===== config.mk =====
export PLATFORM = sky130hd
export DESIGN_NAME = slml_loader
export DESIGN_NICKNAME = d
export VERILOG_FILES = /design/src/rtl/slml_pkg.sv /design/src/rtl/slml_loader.sv /design/src/rtl/slml_pin_sync.sv
export SDC_FILE = /design/constraint.sdc
export NUM_CORES = 1
export LEC_CHECK = 0
export BUFFER_PORTS_ARGS = -buffer_cell sky130_fd_sc_hd__buf_2
export CAP_MARGIN = 15
export CORE_MARGIN = 2
export CORE_UTILIZATION = 37
export CTS_BUF_LIST = sky130_fd_sc_hd__clkbuf_8
export DETAILED_ROUTE_END_ITERATION = 10
export PLACE_DENSITY = 0.56
export SLEW_MARGIN = 20
export SYNTH_ARGS = -nofsm -noshare
export SYNTH_HDL_FRONTEND = slang
export SYNTH_HIERARCHICAL = 1
export SYNTH_SLANG_ARGS = --single-unit

===== constraint.sdc =====
create_clock -name clk -period 3.36 [get_ports clk]
set_input_delay 0 -clock clk [delete_from_list [all_inputs] [get_ports clk]]
set_output_delay 0 -clock clk [all_outputs]
set_load 0.05 [all_outputs]

===== src/rtl/slml_pkg.sv =====
// shared constants of the serial led matrix loader: pin order, control word
// fields, apb register map and display timing figures.
// assumes a single 125 MHz core clock and a 32-bit apb slave port.
package slml_pkg;

  // core clock rate, used to derive the internal oscillator divider
  localparam int CLK_MHZ          = 125;
  localparam int INT_OSC_KHZ      = 150;   // target internal display oscillator rate
  localparam logic [15:0] OSC_DIV_RESET = 16'((CLK_MHZ * 1000) / (2 * INT_OSC_KHZ));

  // storage sizes
  localparam int DOT_BITS         = 160;   // dot shift register length
  localparam int CTRL_BITS        = 8;     // control shift register length
  localparam int WORD_BITS        = 7;     // each of the two control words
  localparam int DOT_WORDS        = 5;     // 32-bit apb words covering the dot latch
  localparam int REFRESH_CYCLES   = 512;   // display clocks per full refresh
  localparam int REFRESH_W        = $clog2(REFRESH_CYCLES);
  localparam int PRESCALE         = 8;     // external oscillator divide
  localparam int PRESCALE_W       = $clog2(PRESCALE);

  // order of the synchronised pin inputs
  localparam int PIN_SCLK         = 0;
  localparam int PIN_DIN          = 1;
  localparam int PIN_CE_N         = 2;
  localparam int PIN_TARGET       = 3;
  localparam int PIN_CLEAR_N      = 4;
  localparam int PIN_OSC_SEL      = 5;
  localparam int PIN_TICK         = 6;
  localparam int PIN_DIM          = 7;
  localparam int PIN_COUNT        = 8;
  // idle levels of the pins: chip enable and clear high, everything else low
  localparam logic [PIN_COUNT-1:0] PIN_IDLE = 8'h14;

  // control shift register and control word fields
  localparam int CTRL_SELECT_BIT  = 7;     // high selects control word 1
  localparam int CW0_DUTY_LSB     = 0;
  localparam int CW0_DUTY_W       = 4;
  localparam int CW0_PEAK_LSB     = 4;
  localparam int CW0_PEAK_W       = 2;
  localparam int CW0_AWAKE_BIT    = 6;     // low means sleep
  localparam int CW1_SIMUL_BIT    = 0;     // high: data out follows data in while control is selected
  localparam int CW1_PRESCALE_BIT = 1;     // high: external oscillator divided

  // apb register map (byte addresses)
  localparam int ADDR_W           = 8;
  localparam logic [ADDR_W-1:0] STATUS_OFF  = 8'h00;
  localparam logic [ADDR_W-1:0] OSCDIV_OFF  = 8'h04;
  localparam logic [ADDR_W-1:0] DOTSEL_OFF  = 8'h08;
  localparam logic [ADDR_W-1:0] DOTDATA_OFF = 8'h0c;

  // status register field positions
  localparam int ST_CW0_LSB       = 0;
  localparam int ST_CW1_LSB       = 8;
  localparam int ST_SLEEP_BIT     = 16;
  localparam int ST_TARGET_BIT    = 17;
  localparam int ST_PENDING_BIT   = 18;
  localparam int ST_REFRESH_LSB   = 23;

  // dot word select width and reset value
  localparam int DOTSEL_W         = 3;
  localparam logic [DOTSEL_W-1:0] DOTSEL_RESET = 3'h0;

endpackage : slml_pkg


===== src/rtl/slml_loader.sv =====
// serial load, latch and refresh core of a 4-character 5x7 led matrix driver.
// assumes serial pins from the host are asynchronous and run far below clk;
// software reaches status and debug registers over a 32-bit apb slave.
//
// Our own choices: the address map and the APB interface to the registers.
`timescale 1ns/1ns

// Notes on behaviour
// - shift data while enable low, serial clock rising
// - select low means dots, high means control
// - select captured at enable falling edge
// - enable rising with clock low latches data
// - reset pin low clears both control words
// - reset pin leaves dot contents alone
// - reset forces sleep, leds blanked
// - osc select low external, high internal
// - tick pin drives internal osc, else input
// - dim input high turns all leds off
// - serial output forwards data for chaining
// - 160-bit dots, two 7-bit words, refresh
// - one dot bit drives exactly one led
// - one chip serves four 5x7 characters
// - two chips chain into 320-bit register
// - dot one lights led, zero darkens it
// - eight control bits msb first, d7 picks
// - word 0 d6 low sleeps, keeps contents
// - word 1 d1 divides external osc by 8
module slml_loader #(
  parameter int DOT_N = slml_pkg::DOT_BITS     // dots per chip, one per led
) (
  input  wire logic                        clk,
  input  wire logic                        rst_n,
  // serial host pins
  input  wire logic                        serialClk,
  input  wire logic                        serialIn,
  input  wire logic                        chipEnableN,
  input  wire logic                        target_choice,
  input  wire logic                        clearPinN,
  input  wire logic                        oscSelect,
  input  wire logic                        dim_all_in,
  output logic                             serialOut,
  // display tick pin, split into its three signals
  input  wire logic                        display_tick_pin_in,
  output logic                             display_tick_pin_out,
  output logic                             display_tick_pin_oe,
  // led drive
  output logic [DOT_N-1:0]                 ledDrive,
  output logic [slml_pkg::CW0_PEAK_W-1:0]  peakCurrent,
  // apb slave
  input  wire logic                        psel,
  input  wire logic                        penable,
  input  wire logic                        pwrite,
  input  wire logic [slml_pkg::ADDR_W-1:0] paddr,
  input  wire logic [31:0]                 pwdata,
  output logic [31:0]                      prdata,
  output logic                             pready,
  output logic                             pslverr
);

  // whole state of the block in one record
  typedef struct packed {
    logic [DOT_N-1:0]                       dotShift;    // serial dot shift chain
    logic [DOT_N-1:0]                       dotLatch;    // dots shown on the leds
    logic [DOT_N-1:0]                       ledDrive;    // gated led outputs
    logic [slml_pkg::CTRL_BITS-1:0]         ctrlShift;   // control shift chain
    logic [slml_pkg::WORD_BITS-1:0]         cw0;         // brightness and sleep
    logic [slml_pkg::WORD_BITS-1:0]         cw1;         // data out mode, prescale
    logic                                   target;      // captured register select
    logic                                   loadPending; // enable rose, latch owed
    logic                                   serialOut;   // data out pin
    logic                                   tickOut;     // internal oscillator level
    logic                                   tickOe;      // tick pin driven by us
    logic [15:0]                            oscCnt;      // internal oscillator divider
    logic [slml_pkg::PRESCALE_W-1:0]        prescale;    // external oscillator divider
    logic [slml_pkg::REFRESH_W-1:0]         refreshCnt;  // display clocks in refresh
    logic [slml_pkg::CW0_PEAK_W-1:0]        peak;        // peak current setting out
    logic [15:0]                            oscDiv;      // software set half period
    logic [slml_pkg::DOTSEL_W-1:0]          dotSel;      // dot word for readback
    logic                                   prevSclk;    // edge detect history
    logic                                   prevCeN;
    logic                                   prevTick;
    logic                                   pready;
    logic                                   pslverr;
    logic [31:0]                            prdata;
  } slml_state_type;

  slml_state_type                  r_q;        // registered state
  slml_state_type                  r_d;        // next state
  logic [slml_pkg::PIN_COUNT-1:0]  pinRaw;     // pins gathered for the synchroniser
  logic [slml_pkg::PIN_COUNT-1:0]  pin;        // agreed pin levels

  // address decode, shared by the read and the write path
  function automatic logic hitReg(input logic [slml_pkg::ADDR_W-1:0] a,
                                  input logic [slml_pkg::ADDR_W-1:0] off);
    hitReg = (a == off);
  endfunction : hitReg

  // gather every asynchronous pin in the fixed package order
  always_comb begin
    pinRaw                        = '0;
    pinRaw[slml_pkg::PIN_SCLK]    = serialClk;
    pinRaw[slml_pkg::PIN_DIN]     = serialIn;
    pinRaw[slml_pkg::PIN_CE_N]    = chipEnableN;
    pinRaw[slml_pkg::PIN_TARGET]  = target_choice;
    pinRaw[slml_pkg::PIN_CLEAR_N] = clearPinN;
    pinRaw[slml_pkg::PIN_OSC_SEL] = oscSelect;
    pinRaw[slml_pkg::PIN_TICK]    = display_tick_pin_in;
    pinRaw[slml_pkg::PIN_DIM]     = dim_all_in;
  end

  // equal latency on every pin keeps setup and hold relations between them
  slml_pin_sync #(
    .W    (slml_pkg::PIN_COUNT),
    .IDLE (slml_pkg::PIN_IDLE)
  ) u_sync (
    .clk      (clk),
    .rst_n    (rst_n),
    .pinIn    (pinRaw),
    .pinLevel (pin)
  );

  // next-state logic: serial entry, latching, refresh, led gating and apb
  always_comb begin
    logic sclk;
    logic din;
    logic ceN;
    logic sclkRise;
    logic ceFall;
    logic ceRise;
    logic sleep;
    logic internal;
    logic tickRise;
    logic dispTick;
    logic pwmOn;
    logic access;
    logic [31:0] rd;
    logic        err;
    sclk     = pin[slml_pkg::PIN_SCLK];
    din      = pin[slml_pkg::PIN_DIN];
    ceN      = pin[slml_pkg::PIN_CE_N];
    sclkRise = sclk && !r_q.prevSclk;
    ceFall   = !ceN && r_q.prevCeN;
    ceRise   = ceN && !r_q.prevCeN;
    sleep    = !r_q.cw0[slml_pkg::CW0_AWAKE_BIT];
    internal = pin[slml_pkg::PIN_OSC_SEL];
    tickRise = pin[slml_pkg::PIN_TICK] && !r_q.prevTick;
    dispTick = 1'b0;
    access   = psel && penable && !r_q.pready;
    rd       = '0;
    err      = 1'b0;
    r_d      = r_q;

    r_d.prevSclk = sclk;
    r_d.prevCeN  = ceN;
    r_d.prevTick = pin[slml_pkg::PIN_TICK];

    // select is taken once, at the start of a write
    if (ceFall) begin
      r_d.target      = pin[slml_pkg::PIN_TARGET];
      r_d.loadPending = 1'b0;
    end

    // shift on each serial clock rise while enable is low
    if (!ceN && sclkRise) begin
      if (!r_d.target) begin
        // last stage spills out so chips chain into one long register
        r_d.dotShift = {r_q.dotShift[DOT_N-2:0], din};
      end else begin
        r_d.ctrlShift = {r_q.ctrlShift[slml_pkg::CTRL_BITS-2:0], din};
      end
    end

    // enable rising arms the latch; clock low then fires it
    if (ceRise) begin
      r_d.loadPending = 1'b1;
    end
    if (r_d.loadPending && ceN && !sclk) begin
      r_d.loadPending = 1'b0;
      if (!r_q.target) begin
        r_d.dotLatch = r_d.dotShift;
      end else if (r_d.ctrlShift[slml_pkg::CTRL_SELECT_BIT]) begin
        // the word not selected keeps its value
        r_d.cw1 = r_d.ctrlShift[slml_pkg::WORD_BITS-1:0];
      end else begin
        r_d.cw0 = r_d.ctrlShift[slml_pkg::WORD_BITS-1:0];
      end
    end

    // reset pin clears the control words and any owed latch; dots are untouched
    if (!pin[slml_pkg::PIN_CLEAR_N]) begin
      r_d.cw0 = '0;
      r_d.cw1 = '0;
      r_d.loadPending = 1'b0;
    end

    // serial output: dot chain end, control chain end, or data in
    if (!r_d.target) begin
      r_d.serialOut = r_d.dotShift[DOT_N-1];
    end else if (r_q.cw1[slml_pkg::CW1_SIMUL_BIT]) begin
      r_d.serialOut = din;
    end else begin
      r_d.serialOut = r_d.ctrlShift[slml_pkg::CTRL_BITS-1];
    end

    // timebase: internal divider stops in sleep, else external pin
    r_d.tickOe = internal;
    if (internal) begin
      r_d.prescale = '0;
      if (sleep) begin
        r_d.oscCnt  = '0;
        r_d.tickOut = 1'b0;
      end else if (r_q.oscCnt >= r_q.oscDiv - 16'h0001) begin
        r_d.oscCnt  = '0;
        r_d.tickOut = !r_q.tickOut;
        dispTick    = !r_q.tickOut;
      end else begin
        r_d.oscCnt  = r_q.oscCnt + 16'h0001;
      end
    end else begin
      r_d.oscCnt  = '0;
      r_d.tickOut = 1'b0;
      if (tickRise) begin
        if (r_q.cw1[slml_pkg::CW1_PRESCALE_BIT]) begin
          r_d.prescale = r_q.prescale + 3'h1;
          dispTick     = (r_q.prescale == 3'(slml_pkg::PRESCALE - 1));
        end else begin
          dispTick = 1'b1;
        end
      end
    end

    // refresh counter wraps once per full display refresh
    if (dispTick && !sleep) begin
      r_d.refreshCnt = r_q.refreshCnt + 9'h001;
    end

    // pulse width brightness: on while the low count is under the duty
    pwmOn = (r_q.refreshCnt[slml_pkg::CW0_DUTY_W-1:0] <
             r_q.cw0[slml_pkg::CW0_DUTY_LSB +: slml_pkg::CW0_DUTY_W]);

    // each latched dot drives one led; sleep and dim override all
    if (sleep || pin[slml_pkg::PIN_DIM] || !pwmOn) begin
      r_d.ledDrive = '0;
    end else begin
      r_d.ledDrive = r_q.dotLatch;
    end
    r_d.peak = r_q.cw0[slml_pkg::CW0_PEAK_LSB +: slml_pkg::CW0_PEAK_W];

    // apb: answer one cycle into the access phase, write at that edge
    r_d.pready = access;
    if (access) begin
      if (hitReg(paddr, slml_pkg::STATUS_OFF)) begin
        rd[slml_pkg::ST_CW0_LSB +: slml_pkg::WORD_BITS]    = r_q.cw0;
        rd[slml_pkg::ST_CW1_LSB +: slml_pkg::WORD_BITS]    = r_q.cw1;
        rd[slml_pkg::ST_SLEEP_BIT]                         = sleep;
        rd[slml_pkg::ST_TARGET_BIT]                        = r_q.target;
        rd[slml_pkg::ST_PENDING_BIT]                       = r_q.loadPending;
        rd[slml_pkg::ST_REFRESH_LSB +: slml_pkg::REFRESH_W] = r_q.refreshCnt;
        err = pwrite;
      end else if (hitReg(paddr, slml_pkg::OSCDIV_OFF)) begin
        rd[15:0] = r_q.oscDiv;
        // a zero divider would wrap to the longest half period, so it is refused
        if (pwrite && pwdata[15:0] != 16'h0000) begin
          r_d.oscDiv = pwdata[15:0];
        end
      end else if (hitReg(paddr, slml_pkg::DOTSEL_OFF)) begin
        rd[slml_pkg::DOTSEL_W-1:0] = r_q.dotSel;
        if (pwrite) begin
          r_d.dotSel = pwdata[slml_pkg::DOTSEL_W-1:0];
        end
      end else if (hitReg(paddr, slml_pkg::DOTDATA_OFF)) begin
        // words past the end of the latch read as zero
        if (r_q.dotSel < 3'(slml_pkg::DOT_WORDS)) begin
          rd = r_q.dotLatch[32 * r_q.dotSel +: 32];
        end
        err = pwrite;
      end else begin
        err = 1'b1;                                            // unmapped address
      end
      r_d.prdata  = pwrite ? 32'h0000_0000 : rd;
      r_d.pslverr = err;
    end else begin
      r_d.pslverr = 1'b0;
    end
  end

  // one register stage for all state; the system reset is power-up only
  always_ff @(posedge clk or negedge rst_n) begin
    if (!rst_n) begin
      r_q         <= '0;
      r_q.prevCeN <= 1'b1;
      r_q.oscDiv  <= slml_pkg::OSC_DIV_RESET;
      r_q.dotSel  <= slml_pkg::DOTSEL_RESET;
    end else begin
      r_q <= r_d;
    end
  end

  // outputs straight from the state flip-flops
  assign serialOut            = r_q.serialOut;
  assign display_tick_pin_out = r_q.tickOut;
  assign display_tick_pin_oe  = r_q.tickOe;
  assign ledDrive             = r_q.ledDrive;
  assign peakCurrent          = r_q.peak;
  assign prdata               = r_q.prdata;
  assign pready               = r_q.pready;
  assign pslverr              = r_q.pslverr;

endmodule : slml_loader


===== src/rtl/slml_pin_sync.sv =====
// three-stage synchroniser with agreement filter for a group of pins.
// assumes pins are asynchronous to clk; output changes only once the second
// and third stage agree, so a single metastable sample never reaches logic.
`timescale 1ns/1ns
module slml_pin_sync #(
  parameter int W = 8,
  parameter logic [W-1:0] IDLE = '0
) (
  input  wire logic         clk,
  input  wire logic         rst_n,
  input  wire logic [W-1:0] pinIn,
  output logic      [W-1:0] pinLevel
);

  // all state of the synchroniser
  typedef struct packed {
    logic [W-1:0] s1;     // first stage, read only by s2
    logic [W-1:0] s2;
    logic [W-1:0] s3;
    logic [W-1:0] filt;   // agreed level
  } slml_sync_state_type;

  slml_sync_state_type r_q;
  slml_sync_state_type r_d;
  logic [W-1:0]        agreed;

  // per-bit agreement: keep the old level while stages disagree
  genvar gi;
  generate
    for (gi = 0; gi < W; gi++) begin : g_filt
      assign agreed[gi] = (r_q.s2[gi] == r_q.s3[gi]) ? r_q.s3[gi] : r_q.filt[gi];
    end
  endgenerate

  // next state of the shift chain
  always_comb begin
    r_d      = r_q;
    r_d.s1   = pinIn;
    r_d.s2   = r_q.s1;
    r_d.s3   = r_q.s2;
    r_d.filt = agreed;
  end

  // registers start at the idle pin levels
  always_ff @(posedge clk or negedge rst_n) begin
    if (!rst_n) begin
      r_q <= {IDLE, IDLE, IDLE, IDLE};
    end else begin
      r_q <= r_d;
    end
  end

  assign pinLevel = r_q.filt;

endmodule : slml_pin_sync


; ---- Word-level counts from Yosys, hierarchy flattened
; Index checks and enable logic that the tools add are counted.
[classes]
addsub = 4
magnitude_cmp = 3
eq_ne = 17
n_shift = 1
n_mux = 48
bitwise = 3
n_reduce_logical = 32
[op_table]
columns = cell, n
row1 = 2-to-1 mux 160 bit, 3
row2 = indexed part select 160 x 9 -> 32 bit, 1
row3 = 2-to-1 mux 32 bit, 3
row4 = 2-to-1 mux 16 bit, 4
row5 = 2-to-1 mux 14 bit, 3
row6 = 2-to-1 mux 29 bit, 1
row7 = 2-to-1 mux 7 bit, 4
row8 = 2-to-1 mux 1 bit, 20
row9 = 2-to-1 mux 19 bit, 1
row10 = adder 16 x 1 -> 16 bit (second input constant), 1
row11 = equality test 8 x 4 -> 1 bit (second input constant), 2
row12 = greater-or-equal comparator 16 bit, 1
row13 = 2-to-1 mux 8 bit, 2
row14 = nonzero test 16 bit, 1
row15 = subtractor 16 x 1 -> 16 bit (second input constant), 1
row16 = 2-to-1 mux 3 bit, 4
row17 = logical AND 1 bit, 11
row18 = adder 9 x 1 -> 9 bit (second input constant), 1
row19 = logical NOT 1 bit, 9
row20 = 2-to-1 mux 9 bit, 1
row21 = equality test 1 bit, 8
row22 = equality test 8 x 3 -> 1 bit (second input constant), 1
row23 = logical NOT 8 bit, 1
row24 = inequality test 2 bit (second input constant), 4
row25 = 14 further kinds, 20
[word_totals]
reg_bits = 625
inputBits = 53
out_inout_bits = 199
wordCells = 142

; ---- Depth between registers and ports, before layout
[depth]
ltp_word = 9
ltp_mapped = 15
mapped_depth_nobuf = 14

; ---- By module
; Netlist, hierarchy kept.
[by_module_without_submodules]
columns = module, instances, cells_per_inst, area_each_um2, seq_area_each_um2
row1 = slml_loader, 1, 1807, 24982.7, 14844.2
row2 = slml_pin_sync, 1, 48, 960.9, 810.8

; ---- Least setup slack after synthesis
; No wires, ideal clock.
[synth_timing]
path_kind = register to register
startpoint = register r_q[43] (netlist name)
endpoint = register r_q[59] (netlist name)
setup_time_ns = 0.125
t_arrival_ns = 3.377
required_time_ns = 3.235
path_slack_ns = -0.142
path_stages_with_launch = 12
n_path_buf = 0
synth_period_minus_slack_ns = 3.502
cell_sequence = dfrtp_1 -> nor4_1 -> nand2_1 -> nor4_1 -> or3b_2 -> xor2_1 -> ha_1 -> a21oi_1 -> nor4bb_1 -> a32oi_1 -> a21oi_2 -> mux2_2
[synth_via]
elab_chain_len = 6
[synth_lines]
columns = element, line_no
row1 = from (decl), slml_loader.sv:87  ; slml_state_type r_q;
row2 = from (signal assigned), slml_loader.sv:295  ; r_q <= r_d;
row3 = subtractor 16 x 1 -> 16 bit, slml_loader.sv:212  ; end else if (r_q.oscCnt >= r_q.oscDiv - 16'h0001) begin
row4 = greater-or-equal comparator 16 bit, slml_loader.sv:212
row5 = 2-to-1 mux 1 bit, slml_loader.sv:212
row6 = 2-to-1 mux 1 bit, slml_loader.sv:209  ; if (sleep) begin
row7 = 2-to-1 mux 1 bit, slml_loader.sv:207  ; if (internal) begin
row8 = logical AND 1 bit, slml_loader.sv:233  ; if (dispTick && !sleep) begin
; No other way between the ends.
; A chain may end at the register's enable or synchronous reset.

; ---- Worst setup path in the final report
; Ends and elaborated chain as after synthesis.

==> flow_summary.json <==
{
  "arrival_ns": 3.93,
  "die_area_um2": 72250,
  "finalWeightedCongestion": 0.8500,
  "grt_first_pass_wirelength_um": 93490,
  "hp-start": "pwdata[15]",
  "ir_drop_mv": 0.3070,
  "final-setup-viol-count": 0,
  "antenna_found_initial": 2,
  "grtUsageMet3_pct": 2.959,
  "netlist_instances": 1855,
  "pin_count": 252,
  "cts_tree": "built",
  "hold_depth": 3,
  "async_reset_ff_share_pct": 100.0,
  "rr_worst_depth": 13,
  "syn_area_per_cell_um2": 13.99,
  "crit_fanout": 9,
  "p_leak_uw": 0.01539,
  "nFillCells": 6422,
  "grt_pass1_vias": 15595,
  "postLayoutCoreUtil_pct": 43.13,
  "synth_ff_type": "dfrtp_1",
  "worst_pin_slew_ns": 0.9047,
  "die_h_um": 268.8,
  "cp.required_ns": 3.96,
  "portBuffers": 235,
  "drive_gt1_share_pct": 42.59,
  "maxSlewViolCount": 0,
  "synth_cell_type_count": 62,
  "fin_skew_ns": 0.04510,
  "p_total_uw": 16300,
  "busiest_layer": "met2",
  "cts_buffer_depth": 3,
  "synth_nets": 1932,
  "cts_buffers": 106,
  "setup_ws_ns": 0.03045,
  "ys_seq_area_share_pct": 60.34,
  "grt_usage_pct": 17.14,
  "yosysTopAreaCell": "dfrtp_1",
  "syn_to_final_growth_pct": 15.82,
  "rows": 97,
  "cp-startpoint": "r_q[43]$_DFFE_PN0P_",
  "critical_path.endpoint_type": "register",
  "rsz0062_at_grt": "yes",
  "whs_endpoint": "r_q[55]$_DFFE_PN0P_",
  "yosysWarnings": 6,
  "ant_nets": 0,
  "drt-vias-per-instance": 4.784,
  "period_share_pct": 99.09,
  "cts_sinks": 625,
  "min_period_ns": 3.330,
  "wl_per_cell_um": 20.18,
  "use_met2_pct": 26.00,
  "p_per_area_nw_per_um2": 542.4,
  "slew_headroom_pct": 39.68,
  "crit_type": "register to register",
  "vias": 14581,
  "rr_startpoint": "r_q[43]$_DFFE_PN0P_",
  "rrSetupSlack_ns": 0.03,
  "dp_slack_ns": -0.2812,
  "cts.reportedPaths.clkPinSlew_ns": 0.06,
  "drt_wl_total_um": 61500,
  "drv_cap": 0,
  "final_common_cell": "dfrtp_1",
  "drtPass1Iterations": 8,
  "netlist.area_leader.share_pct": 59.13,
  "yosys-top-cells-area": "dfrtp_1 (59%), mux2_2 (15%), buf_4 (6.2%), and2_1 (3.9%), mux4_2 (3.0%)",
  "status": "finished, final reports clean",
  "startpoint_type": "register",
  "timing.rr.end": "r_q[59]$_DFFE_PN0P_",
  "drcViolationCount": 0,
  "die_w_um": 268.8,
  "grt_max_degree": 114,
  "synth_area_um2": 25940,
  "nNetsFinal": 2093,
  "start_util_pct": 37.24,
  "fmaxAchievable_mhz": 300.3,
  "min_path_type": "primary input to register",
  "core_area_um2": 69660,
  "hold_viol_final": 0,
  "clock_latency_ns": 0.71,
  "met1_usage_pct": 24.90,
  "cts_root_buffer": "clkbuf_8",
  "dr.first_iter.drc_count": 845,
  "ctsHtreeMaxLevel": 3,
  "synth_edf_count": 0,
  "final_cell_mix": "dfrtp_1 (611), mux2_2 (344), buf_2 (234)",
  "hpwlAfterDp_um": 41360,
  "grt_overflow_total": 0,
  "synth_seq_cells": 625
}
cell usage after synthesis, types with 2 or more instances:
| library cell | n |
|---|---|
| nor2b_1 | 13 |
| mux2i_1 | 12 |
| nor3b_1 | 3 |
| nand4_1 | 4 |
| nor2_1 | 48 |
| ha_1 | 24 |
| mux4_2 | 34 |
| nor3_1 | 8 |
| nand2b_1 | 3 |
| o211ai_1 | 2 |
| dfstp_2 | 12 |
| and3_1 | 7 |
| nand2_1 | 51 |
| buf_2 | 21 |
| a222oi_1 | 10 |
| xnor2_1 | 21 |
| nand3b_1 | 3 |
| a21oi_1 | 12 |
| and2_1 | 160 |
| mux2_2 | 345 |
| nor4_1 | 7 |
| a22oi_1 | 17 |
| xor2_1 | 18 |
| clkbuf_1 | 50 |
| inv_1 | 14 |
| or3_1 | 4 |
| o31ai_1 | 3 |
| a22o_1 | 29 |
| o21ai_0 | 28 |
| a211oi_1 | 4 |
| a31oi_1 | 2 |
| dfrtp_1 | 613 |
| buf_4 | 213 |
| nand3_1 | 19 |
| buf_1 | 4 |
| o41ai_1 | 4 |
| maj3_2 | 8 |
area by class of cell:
class | instances | area (um^2) | area share (%)
diodes | 2 | 5.005 | 0.01666
clock buffers | 137 | 1886 | 6.275
clock inverters | 61 | 521.8 | 1.736
inverters | 15 | 56.30 | 0.1874
multi-input cells | 926 | 8448 | 28.12
flip-flops and latches | 625 | 15660 | 52.11
well taps | 940 | 1176 | 3.914
repair buffers | 342 | 2297 | 7.645
worst max path at each step:
stage	end	cells after the start
after floorplan	r_q[59]$_DFFE_PN0P_	11
after global placement	r_q[65]$_DFFE_PN0P_	13
after detailed placement	r_q[59]$_DFFE_PN0P_	12
after CTS	r_q[59]$_DFFE_PN0P_	13
after global routing	r_q[59]$_DFFE_PN0P_	13
final	r_q[59]$_DFFE_PN0P_	13
what timing repair did:
action                     CTS  global route
pin swaps                    7             3
setup buffers                1             1
hold buffers                46             0
hold endpoints to repair   653             0
gates resized for setup      9             8
setup endpoints to repair   25            24
gates cloned                 0             0
power by group:
part	switching [uW]	internal, uW
combinational	553	435
clock	3200	4320
sequential	110	7690
total	3860	12400
metrics by stage:
step	cells	hold slack (ns)	setup TNS, ns	instance area (um^2)
6_report	3048	0.1071	0	30050
3_3_place_gp	2800	0.01043	-2.194	27060
2_1_floorplan	1855	-0.2956	0	25960
5_1_grt	3048	0.09311	-0.6470	30050
4_1_cts	3045	0.02898	-0.03315	30000
3_5_place_dp	2800	0.006905	-4.693	27060
metal layers:
metal  up-vias  share of wire (%)
met2       336                 45
li1       6554                  -
met4         0                2.0
met1      7610                 48
met5         -                  0
met3        81                4.4
cell families after synthesis:
| family | after synthesis | share of synthesized area (%) |
|---|---|---|
| AO/OA/AOI/OAI | 120 | 3.371 |
| XOR/XNOR | 39 | 1.317 |
| AND/OR/NAND/NOR | 342 | 7.321 |
| adder cells (fa/ha/maj) | 32 | 1.505 |
| multiplexers | 393 | 18.53 |
| buffers and inverters | 304 | 7.610 |
| flip-flops | 625 | 60.34 |
flip-flops by register name, indices dropped and copies added, names as in the netlist:
signal                flops
display_tick_pin_oe       1
display_tick_pin_out      1
ledDrive                160
peakCurrent               2
prdata                   32
pready                    1
pslverr                   1
r_d                       2
r_q                     392
serialOut                 1
u_sync/pinLevel           8
u_sync/r_d               16
u_sync/r_q                8
critical path, cell delays in order, from the launching register on:
cell and delay (ns):
dfrtp_1 0.40, nor4_4 0.31, nand2_1 0.12, or3_4 0.36, nor3_4 0.18, xnor2_1 0.15
ha_1 0.28, a21o_1 0.20, a21oi_2 0.16, nor4bb_4 0.23, a32oi_2 0.18, a21oi_2 0.22
buf_12 0.15, mux2_4 0.29
No activity file was read; power rests on OpenSTA's default activity.
